**src/common/rtctod_pkg.sv**
```systemverilog
package rtctod_pkg;

    // I/O addresses of the count registers
    localparam logic [7:0] MINUTE_COUNT_ADDR       = 8'hE1;
    localparam logic [7:0] HOUR_COUNT_ADDR         = 8'hE2;
    localparam logic [7:0] WEEKDAY_COUNT_ADDR      = 8'hE3;
    localparam logic [7:0] CALENDAR_DAY_COUNT_ADDR = 8'hE4;

    // Field layout
    localparam int         TENS_DIGIT_LSB     = 4;
    localparam int         ONES_DIGIT_LSB     = 0;
    localparam logic [7:0] FULL_WRITE_MASK    = 8'hFF;
    localparam logic [7:0] WEEKDAY_VALUE_MASK = 8'h0F;

    // Ranges, as binary values
    localparam logic [7:0] MINUTE_FIRST  = 8'h00;
    localparam logic [7:0] MINUTE_LAST   = 8'h3B;
    localparam logic [7:0] HOUR_FIRST    = 8'h00;
    localparam logic [7:0] HOUR_LAST     = 8'h17;
    localparam logic [7:0] WEEKDAY_FIRST = 8'h01;
    localparam logic [7:0] WEEKDAY_LAST  = 8'h07;
    localparam logic [7:0] DAY_FIRST     = 8'h01;
    localparam logic [7:0] DAY_LAST      = 8'h1F;

    // Reset value of read data, and value read at unmapped addresses
    localparam logic [7:0] READ_DATA_RESET = 8'h00;
    localparam logic [7:0] UNMAPPED_READ   = 8'h00;

    // Binary value 0..99 to two decimal digits
    function automatic logic [7:0] bin_to_bcd(input logic [7:0] bin);
        logic [7:0] tens;
        logic [7:0] ones;
        tens = bin / 8'h0A;
        ones = bin - 8'(tens * 8'h0A);
        return {tens[3:0], ones[3:0]};
    endfunction : bin_to_bcd

    // Next value of a two-digit decimal count
    function automatic logic [7:0] bcd_inc(input logic [7:0] code);
        logic [3:0] tens;
        logic [3:0] ones;
        tens = code[7:4];
        ones = code[3:0];
        if (ones == 4'h9)
            return {4'(tens + 4'h1), 4'h0};
        return {tens, 4'(ones + 4'h1)};
    endfunction : bcd_inc

endpackage : rtctod_pkg

```
**src/common/rtctod_cnt_if.sv**
```systemverilog
`timescale 1ns/1ps
interface rtctod_cnt_if;
    logic       tick;
    logic       wr_en;
    logic [7:0] wr_data;
    logic       bcd_en;
    logic [7:0] value;
    logic       carry;

    modport unit (input tick, input wr_en, input wr_data, input bcd_en,
                  output value, output carry);
    modport ctrl (output tick, output wr_en, output wr_data, output bcd_en,
                  input value, input carry);
endinterface : rtctod_cnt_if

```
**src/logic/rtctod_counter.sv**
```systemverilog
`timescale 1ns/1ps
module rtctod_counter #(
    parameter logic [7:0] FIRST_VAL = 8'h00,
    parameter logic [7:0] LAST_VAL  = 8'h3B,
    parameter logic [7:0] WR_MASK   = 8'hFF
) (
    // Clock
    input wire logic        sys_clk,
    // Count channel
    rtctod_cnt_if.unit      cnt
);

    logic [7:0] count;

    wire logic [7:0] last_code  = cnt.bcd_en ? rtctod_pkg::bin_to_bcd(LAST_VAL) : LAST_VAL;
    wire logic [7:0] first_code = cnt.bcd_en ? rtctod_pkg::bin_to_bcd(FIRST_VAL) : FIRST_VAL;
    wire logic       at_last    = (count == last_code);
    wire logic [7:0] inc_code   = cnt.bcd_en ? rtctod_pkg::bcd_inc(count) : 8'(count + 8'h01);
    wire logic [7:0] wrap_code  = at_last ? first_code : inc_code;
    wire logic [7:0] next_count = cnt.wr_en ? (cnt.wr_data & WR_MASK)
                                : cnt.tick  ? wrap_code
                                : count;

    // Count survives reset, so no reset term here
    always_ff @(posedge sys_clk)
    begin
        count <= next_count;
    end

    assign cnt.value = count;
    assign cnt.carry = cnt.tick & at_last;

endmodule : rtctod_counter

```
**src/logic/rtctod_top.sv**
```systemverilog
// Summary of operation
// - Decimal minutes: tens digit bits 7:4 is 0-5, ones digit 0-9.
// - Binary minutes: full byte counts 0 to 59.
// - Decimal hours: tens digit 0-2 in bits 7:4, ones below, 24-hour.
// - Binary hours: full byte counts 0 to 23.
// - Weekday in bits 3:0, counts 1 to 7, same code both modes.
// - Weekday bits 7:4 are read-only and always read zero.
// - Decimal day: tens digit 0-3 in bits 7:4, ones 0-9.
// - Binary day: full byte counts 1 to 31.
// - Reset leaves minute, hour, weekday and day counts unchanged.
// - Locked: count writes ignored, reads allowed; unlocked: read and write.
// - Coding select 0 gives binary values, 1 gives two decimal digits.
// - Unlock 1 stops counting and allows writes; 0 counts; reset locks.
`timescale 1ns/1ps
module rtctod_top (
    // Clock and reset
    input  wire logic       sys_clk,
    input  wire logic       sys_rst,
    // I/O register bus
    input  wire logic [7:0] io_addr,
    input  wire logic       io_wr,
    input  wire logic       io_rd,
    input  wire logic [7:0] io_wdata,
    output logic      [7:0] io_rdata,
    // Control settings
    input  wire logic       count_unlock,
    input  wire logic       bcd_select,
    // Time base
    input  wire logic       second_wrap,
    // Status
    output logic            day_wrap,
    output logic            write_refused,
    output logic            counting
);

    // One count channel per register; each counter owns its value and carry
    rtctod_cnt_if minute_ch ();
    rtctod_cnt_if hour_ch ();
    rtctod_cnt_if weekday_ch ();
    rtctod_cnt_if day_ch ();

    // Lock state, held locked while reset is asserted. A change on the
    // control input takes effect one clock later, so a write in the same
    // cycle as the unlock is still refused.
    logic      unlocked;
    wire logic next_unlocked = count_unlock;

    always_ff @(posedge sys_clk)
    begin
        if (sys_rst)
            unlocked <= 1'b0;
        else
            unlocked <= next_unlocked;
    end

    // Register address match, shared by the four count decodes
    function automatic logic addr_match(input logic [7:0] addr, input logic [7:0] target);
        return (addr == target);
    endfunction : addr_match

    // Address decode
    wire logic sel_minute  = addr_match(io_addr, rtctod_pkg::MINUTE_COUNT_ADDR);
    wire logic sel_hour    = addr_match(io_addr, rtctod_pkg::HOUR_COUNT_ADDR);
    wire logic sel_weekday = addr_match(io_addr, rtctod_pkg::WEEKDAY_COUNT_ADDR);
    wire logic sel_day     = addr_match(io_addr, rtctod_pkg::CALENDAR_DAY_COUNT_ADDR);
    wire logic sel_any     = sel_minute | sel_hour | sel_weekday | sel_day;

    // Writes only while unlocked; refusal is flagged only for the
    // four count addresses
    wire logic wr_open     = io_wr & unlocked & ~sys_rst;
    wire logic wr_blocked  = io_wr & sel_any & (~unlocked | sys_rst);

    wire logic wr_minute   = wr_open & sel_minute;
    wire logic wr_hour     = wr_open & sel_hour;
    wire logic wr_weekday  = wr_open & sel_weekday;
    wire logic wr_day      = wr_open & sel_day;

    wire logic count_run   = ~unlocked & ~sys_rst;
    wire logic base_tick   = second_wrap & count_run;

    // Coding select shared by every count; a change applies at once
    // and does not convert stored values
    wire logic coding_bcd  = bcd_select;

    // Carry chain: minutes to hours to weekday and day. The carries
    // ripple combinationally, so a full wrap settles on the tick's own edge.
    wire logic minute_carry = minute_ch.carry;
    wire logic hour_carry   = hour_ch.carry;

    assign minute_ch.tick    = base_tick;
    assign minute_ch.wr_en   = wr_minute;
    assign minute_ch.wr_data = io_wdata;
    assign minute_ch.bcd_en  = coding_bcd;

    assign hour_ch.tick      = minute_carry;
    assign hour_ch.wr_en     = wr_hour;
    assign hour_ch.wr_data   = io_wdata;
    assign hour_ch.bcd_en    = coding_bcd;

    // Weekday and day both advance on the hour carry
    assign weekday_ch.tick    = hour_carry;
    assign weekday_ch.wr_en   = wr_weekday;
    assign weekday_ch.wr_data = io_wdata;
    assign weekday_ch.bcd_en  = coding_bcd;

    assign day_ch.tick       = hour_carry;
    assign day_ch.wr_en      = wr_day;
    assign day_ch.wr_data    = io_wdata;
    assign day_ch.bcd_en     = coding_bcd;

    // Minutes wrap 59 to 0 in either coding
    // Wrap is an exact match, so a written out-of-range value counts onward
    rtctod_counter #(
        .FIRST_VAL (rtctod_pkg::MINUTE_FIRST),
        .LAST_VAL  (rtctod_pkg::MINUTE_LAST),
        .WR_MASK   (rtctod_pkg::FULL_WRITE_MASK)
    ) u_minute (
        .sys_clk (sys_clk),
        .cnt     (minute_ch)
    );

    // Hours wrap 23 to 0
    // The hour carry marks midnight for the weekday and day counts
    rtctod_counter #(
        .FIRST_VAL (rtctod_pkg::HOUR_FIRST),
        .LAST_VAL  (rtctod_pkg::HOUR_LAST),
        .WR_MASK   (rtctod_pkg::FULL_WRITE_MASK)
    ) u_hour (
        .sys_clk (sys_clk),
        .cnt     (hour_ch)
    );

    // Weekday 1 to 7, upper nibble masked on write and on read
    // A write keeps only the low nibble; counting on from an out-of-range value can set the reserved bits
    rtctod_counter #(
        .FIRST_VAL (rtctod_pkg::WEEKDAY_FIRST),
        .LAST_VAL  (rtctod_pkg::WEEKDAY_LAST),
        .WR_MASK   (rtctod_pkg::WEEKDAY_VALUE_MASK)
    ) u_weekday (
        .sys_clk (sys_clk),
        .cnt     (weekday_ch)
    );

    // Day 1 to 31, month length handled downstream
    // Short months are cut by the month logic, which counts day_wrap pulses
    rtctod_counter #(
        .FIRST_VAL (rtctod_pkg::DAY_FIRST),
        .LAST_VAL  (rtctod_pkg::DAY_LAST),
        .WR_MASK   (rtctod_pkg::FULL_WRITE_MASK)
    ) u_day (
        .sys_clk (sys_clk),
        .cnt     (day_ch)
    );

    // Count flops have no reset, only the lock and the outputs below do. The time
    // of day therefore survives a reset; after power-up the counts are
    // undefined until software loads them.

    // Per-register read values, reserved weekday bits forced to zero
    wire logic [7:0] minute_read  = minute_ch.value;
    wire logic [7:0] hour_read    = hour_ch.value;
    wire logic [7:0] weekday_read = weekday_ch.value & rtctod_pkg::WEEKDAY_VALUE_MASK;
    wire logic [7:0] day_read     = day_ch.value;

    // Unmapped addresses read as zero
    wire logic [7:0] read_mux =
          sel_minute  ? minute_read
        : sel_hour    ? hour_read
        : sel_weekday ? weekday_read
        : sel_day     ? day_read
        : rtctod_pkg::UNMAPPED_READ;

    // Reads allowed in either lock state
    wire logic [7:0] next_io_rdata      = io_rd ? read_mux : io_rdata;
    wire logic       next_day_wrap      = day_ch.carry;
    wire logic       next_write_refused = wr_blocked;
    wire logic       next_counting      = count_run;

    // Read data, loaded only on a read strobe
    always_ff @(posedge sys_clk)
    begin
        if (sys_rst)
            io_rdata <= rtctod_pkg::READ_DATA_RESET;
        else
            io_rdata <= next_io_rdata;
    end

    // Day wrap pulse, set on the same edge as the day count wraps; the month
    // logic outside counts these pulses
    always_ff @(posedge sys_clk)
    begin
        if (sys_rst)
            day_wrap <= 1'b0;
        else
            day_wrap <= next_day_wrap;
    end

    // Refused write pulse, one cycle after a locked write
    always_ff @(posedge sys_clk)
    begin
        if (sys_rst)
            write_refused <= 1'b0;
        else
            write_refused <= next_write_refused;
    end

    // Counting status follows the lock state
    always_ff @(posedge sys_clk)
    begin
        if (sys_rst)
            counting <= 1'b0;
        else
            counting <= next_counting;
    end

endmodule : rtctod_top

```
**config.mk**
```make
export PLATFORM = sky130hd
export DESIGN_NAME = rtctod_top
export DESIGN_NICKNAME = d
export VERILOG_FILES = /design/src/common/rtctod_pkg.sv /design/src/common/rtctod_cnt_if.sv /design/src/logic/rtctod_counter.sv /design/src/logic/rtctod_top.sv
export SDC_FILE = /design/constraint.sdc
export NUM_CORES = 1
export LEC_CHECK = 0
export BUFFER_PORTS_ARGS = -buffer_cell sky130_fd_sc_hd__buf_2
export CORE_MARGIN = 3
export CORE_UTILIZATION = 65
export DETAILED_ROUTE_END_ITERATION = 16
export GPL_ROUTABILITY_DRIVEN = 0
export PLACE_DENSITY = 0.87
export SLEW_MARGIN = 20
export SYNTH_ARGS = -nofsm -noshare
export SYNTH_HDL_FRONTEND = slang
export SYNTH_HIERARCHICAL = 1
export SYNTH_SLANG_ARGS = --single-unit
```
**constraint.sdc**
```tcl
create_clock -name sys_clk -period 5.7 [get_ports sys_clk]
set_input_delay 0 -clock sys_clk [delete_from_list [all_inputs] [get_ports sys_clk]]
set_output_delay 0 -clock sys_clk [all_outputs]
set_load 0.01 [all_outputs]
```
==> impl_metrics.json <==
{
  "outcome": "complete, no violations",
  "cts_inserted_buffers": 5,
  "timing.critical_path.fanout_max": 8,
  "viasPerCell": 6.76,
  "grt_usage_pct": 28.1,
  "path_clk_slew_ns": 0.09,
  "cp-startpoint": "u_minute/cnt.value[5]",
  "height_of_the_die_um": 78.4,
  "die_area_sq_um": 6150,
  "total_wirelength_of_the_detailed_routed_design_um": 8450,
  "ys.warnings.count": 6,
  "fp.coreArea_sq_um": 4880,
  "setup.worst_path.start_class": "flop",
  "final_area_sq_um": 3680,
  "htreeDepth": 2,
  "postCtsResizedCells": 0,
  "floorplan.rows": 25,
  "design.final.nets": 417,
  "initial_antenna_violation_count": 0,
  "finish.utilization_pct": 75.4,
  "syn-num-nets": 393,
  "combinationalPowerShare_pct": 9.9,
  "path_buf_inv": 1,
  "placement.cell_area_sq_um": 3550,
  "placed_cells_incl_taps": 440,
  "hold_violations": 0,
  "post_drt_wl_per_cell_um": 18.8,
  "cts.path.max_buffers": 2,
  "drcViolationCount": 0,
  "detail_route.iter0.violations": 291,
  "cellInternalPower_uw": 490,
  "min_path_type": "input pin to flop",
  "total_switching_power_uw": 151,
  "cts.sinks": 44,
  "setup_tns_ns": 0,
  "min_period_ns": 2.60,
  "worst-slew-pin-transition_ns": 0.619,
  "floorplan.io_pins": 34,
  "post-route-period-util_pct": 45.6,
  "report.final.slew_viol_count": 0,
  "seq_power_share_pct": 53.7,
  "worstHoldStart": "io_wdata[4]",
  "critical_path_required_ns": 5.89,
  "final_layout_size_suffix_gt1_share_pct": 21.2,
  "synthesis.area_per_instance_sq_um": 9.55,
  "grt_pass1_vias": 2795,
  "rsz0062_at_grt": "false",
  "nFillCells": 349,
  "power_per_cell_area_nw_per_um2": 174,
  "critPathTopFamily": "simple AND/OR/NAND/NOR gates",
  "cell_count_final_fillers_out": 449,
  "relative_contribution_of_the_clock_network_to_total_power_pct": 36.4,
  "crit_path_end_kind": "flop",
  "post-cts-setup-buffers": 0,
  "grt_max_degree": 35,
  "floorplan.initialDensity_pct": 69.9,
  "irDropWorstVdd_v": 0.000107,
  "worst_path_largest_cell_delay_ns": 0.51,
  "tritoncts": "built",
  "drv.max_cap_violation_count": 0,
  "max_freq_mhz": 385,
  "worstPathCellList": "nor4bb_1 > o2111a_1 > and2_1 > inv_1 > nor2_1 > nand2_1 > a211oi_1 > xnor2_1 > nor2_1",
  "report.final.setup_viol": 0,
  "mappedNetlistArea_sq_um": 3410,
  "num_antenna_cells": 0,
  "total_via_count_in_the_routed_design": 3036,
  "timing.max_slew.rel_slack_pct": 58.6,
  "chipWidth_um": 78.4,
  "synthesis.instances": 357,
  "clock-root-buffer": "clkbuf_8",
  "grt_pass1_wl_um": 13600,
  "detailedRoute.firstPassIterationCount": 7,
  "synthToLayoutAreaGrowth_pct": 7.89,
  "crit_top_cell": "nor2_1",
  "clock-skew-final_ns": 0.0105,
  "worstSetupPathType": "flop to flop",
  "place.port_buffers": 33,
  "grt.overflow.total": 0,
  "final_antenna_net_count": 0,
  "r2r-start": "u_minute/cnt.value[5]",
  "worst_skew_pair.late_latency_ns": 0.30,
  "crit_slowest_cell": "edfxtp_1",
  "p_leak_uw": 0.00140,
  "p_sw_share_pct": 23.6,
  "worstPathArrival_ns": 2.79,
  "place_hpwl_um": 6180
}
==> cell usage in the layout, fill, tap and decap left out, types with 6 or more instances in the layout <==
master / instances
a32o_1: 7
nand2_1: 29
nand3_1: 9
or3b_2: 8
inv_1: 18
o41ai_1: 9
edfxtp_1: 28
a21oi_1: 8
xnor2_1: 8
nor4bb_1: 14
nor2_1: 24
o21ai_0: 9
ha_1: 13
o31ai_1: 10
buf_2: 33
clkbuf_8: 6
dfxtp_1: 16
nor4_1: 9
o21ai_1: 9
==> path summary, 6_finish.rpt <==
| path | cells after the start | end | slack (ns) |
|---|---|---|---|
| worst max-delay path | 9 | u_weekday/cnt.value[6] | 3.10 |
| worst min-delay path | 3 | u_day/cnt.value[4] | 0.06 |
| worst max register to register | 9 | u_weekday/cnt.value[6] | 3.10 |
| worst min register to register | 1 | counting | 0.52 |
==> final cells by class <==
cell class	count	area, sq um	area share, %
timing repair buffer	38	205	5.58
clock inverter	1	8.76	0.238
inverter	18	67.6	1.84
multi-input combinational	274	2040	55.6
sequential	44	1160	31.6
clock buffer	7	108	2.93
tap	67	83.8	2.28
==> power by group through the flow <==
stage               sequential (uW)  combinational (uW)  clock, uW
floorplan                       351                39.9          0
global placement                351                60.3          0
detailed placement              351                61.1          0
CTS                             344                62.2        235
global route                    345                68.4        253
finish                          344                63.5        234
==> flip-flops by register name, indices dropped and copies added (netlist names) <==
name and count:
u_hour/cnt.value 8, unlocked 1, u_weekday/cnt.value 8, day_wrap 1, u_minute/cnt.value 8, io_rdata 8
u_day/cnt.value 8, counting 1, write_refused 1
==> per-layer routing <==
metal / GRT usage (%) / up-vias / share of wire [%]
met3: 6.08 / 24 / 9.2
met5: 0 / - / 0
met2: 43.2 / 169 / 44
met1: 39.1 / 1411 / 44
met4: 10.1 / 0 / 2.9
li1: - / 1432 / -
==> per-stage QoR <==
stage | total power, uW | hold slack [ns] | setup WS, ns
after global placement | 411 | 0.216 | 3.41
after floorplan | 390 | 0.128 | 3.64
after detailed placement | 413 | 0.234 | 3.28
final | 641 | 0.0629 | 3.10
after global routing | 666 | 0.0537 | 2.99
after CTS | 642 | 0.0457 | 3.19
==> tightest hold or removal path: stages <==
cell and delay, ns:
buf_2 0.13, nand2_1 0.07, o31ai_1 0.06
==> repair_timing <==
item | in CTS | in global routing
endpoints found under the hold margin | 1 | 0
hold buffers | 1 | 0
setup endpoints to repair | 0 | 0
Note: power is estimated with default switching activity, not from simulation.
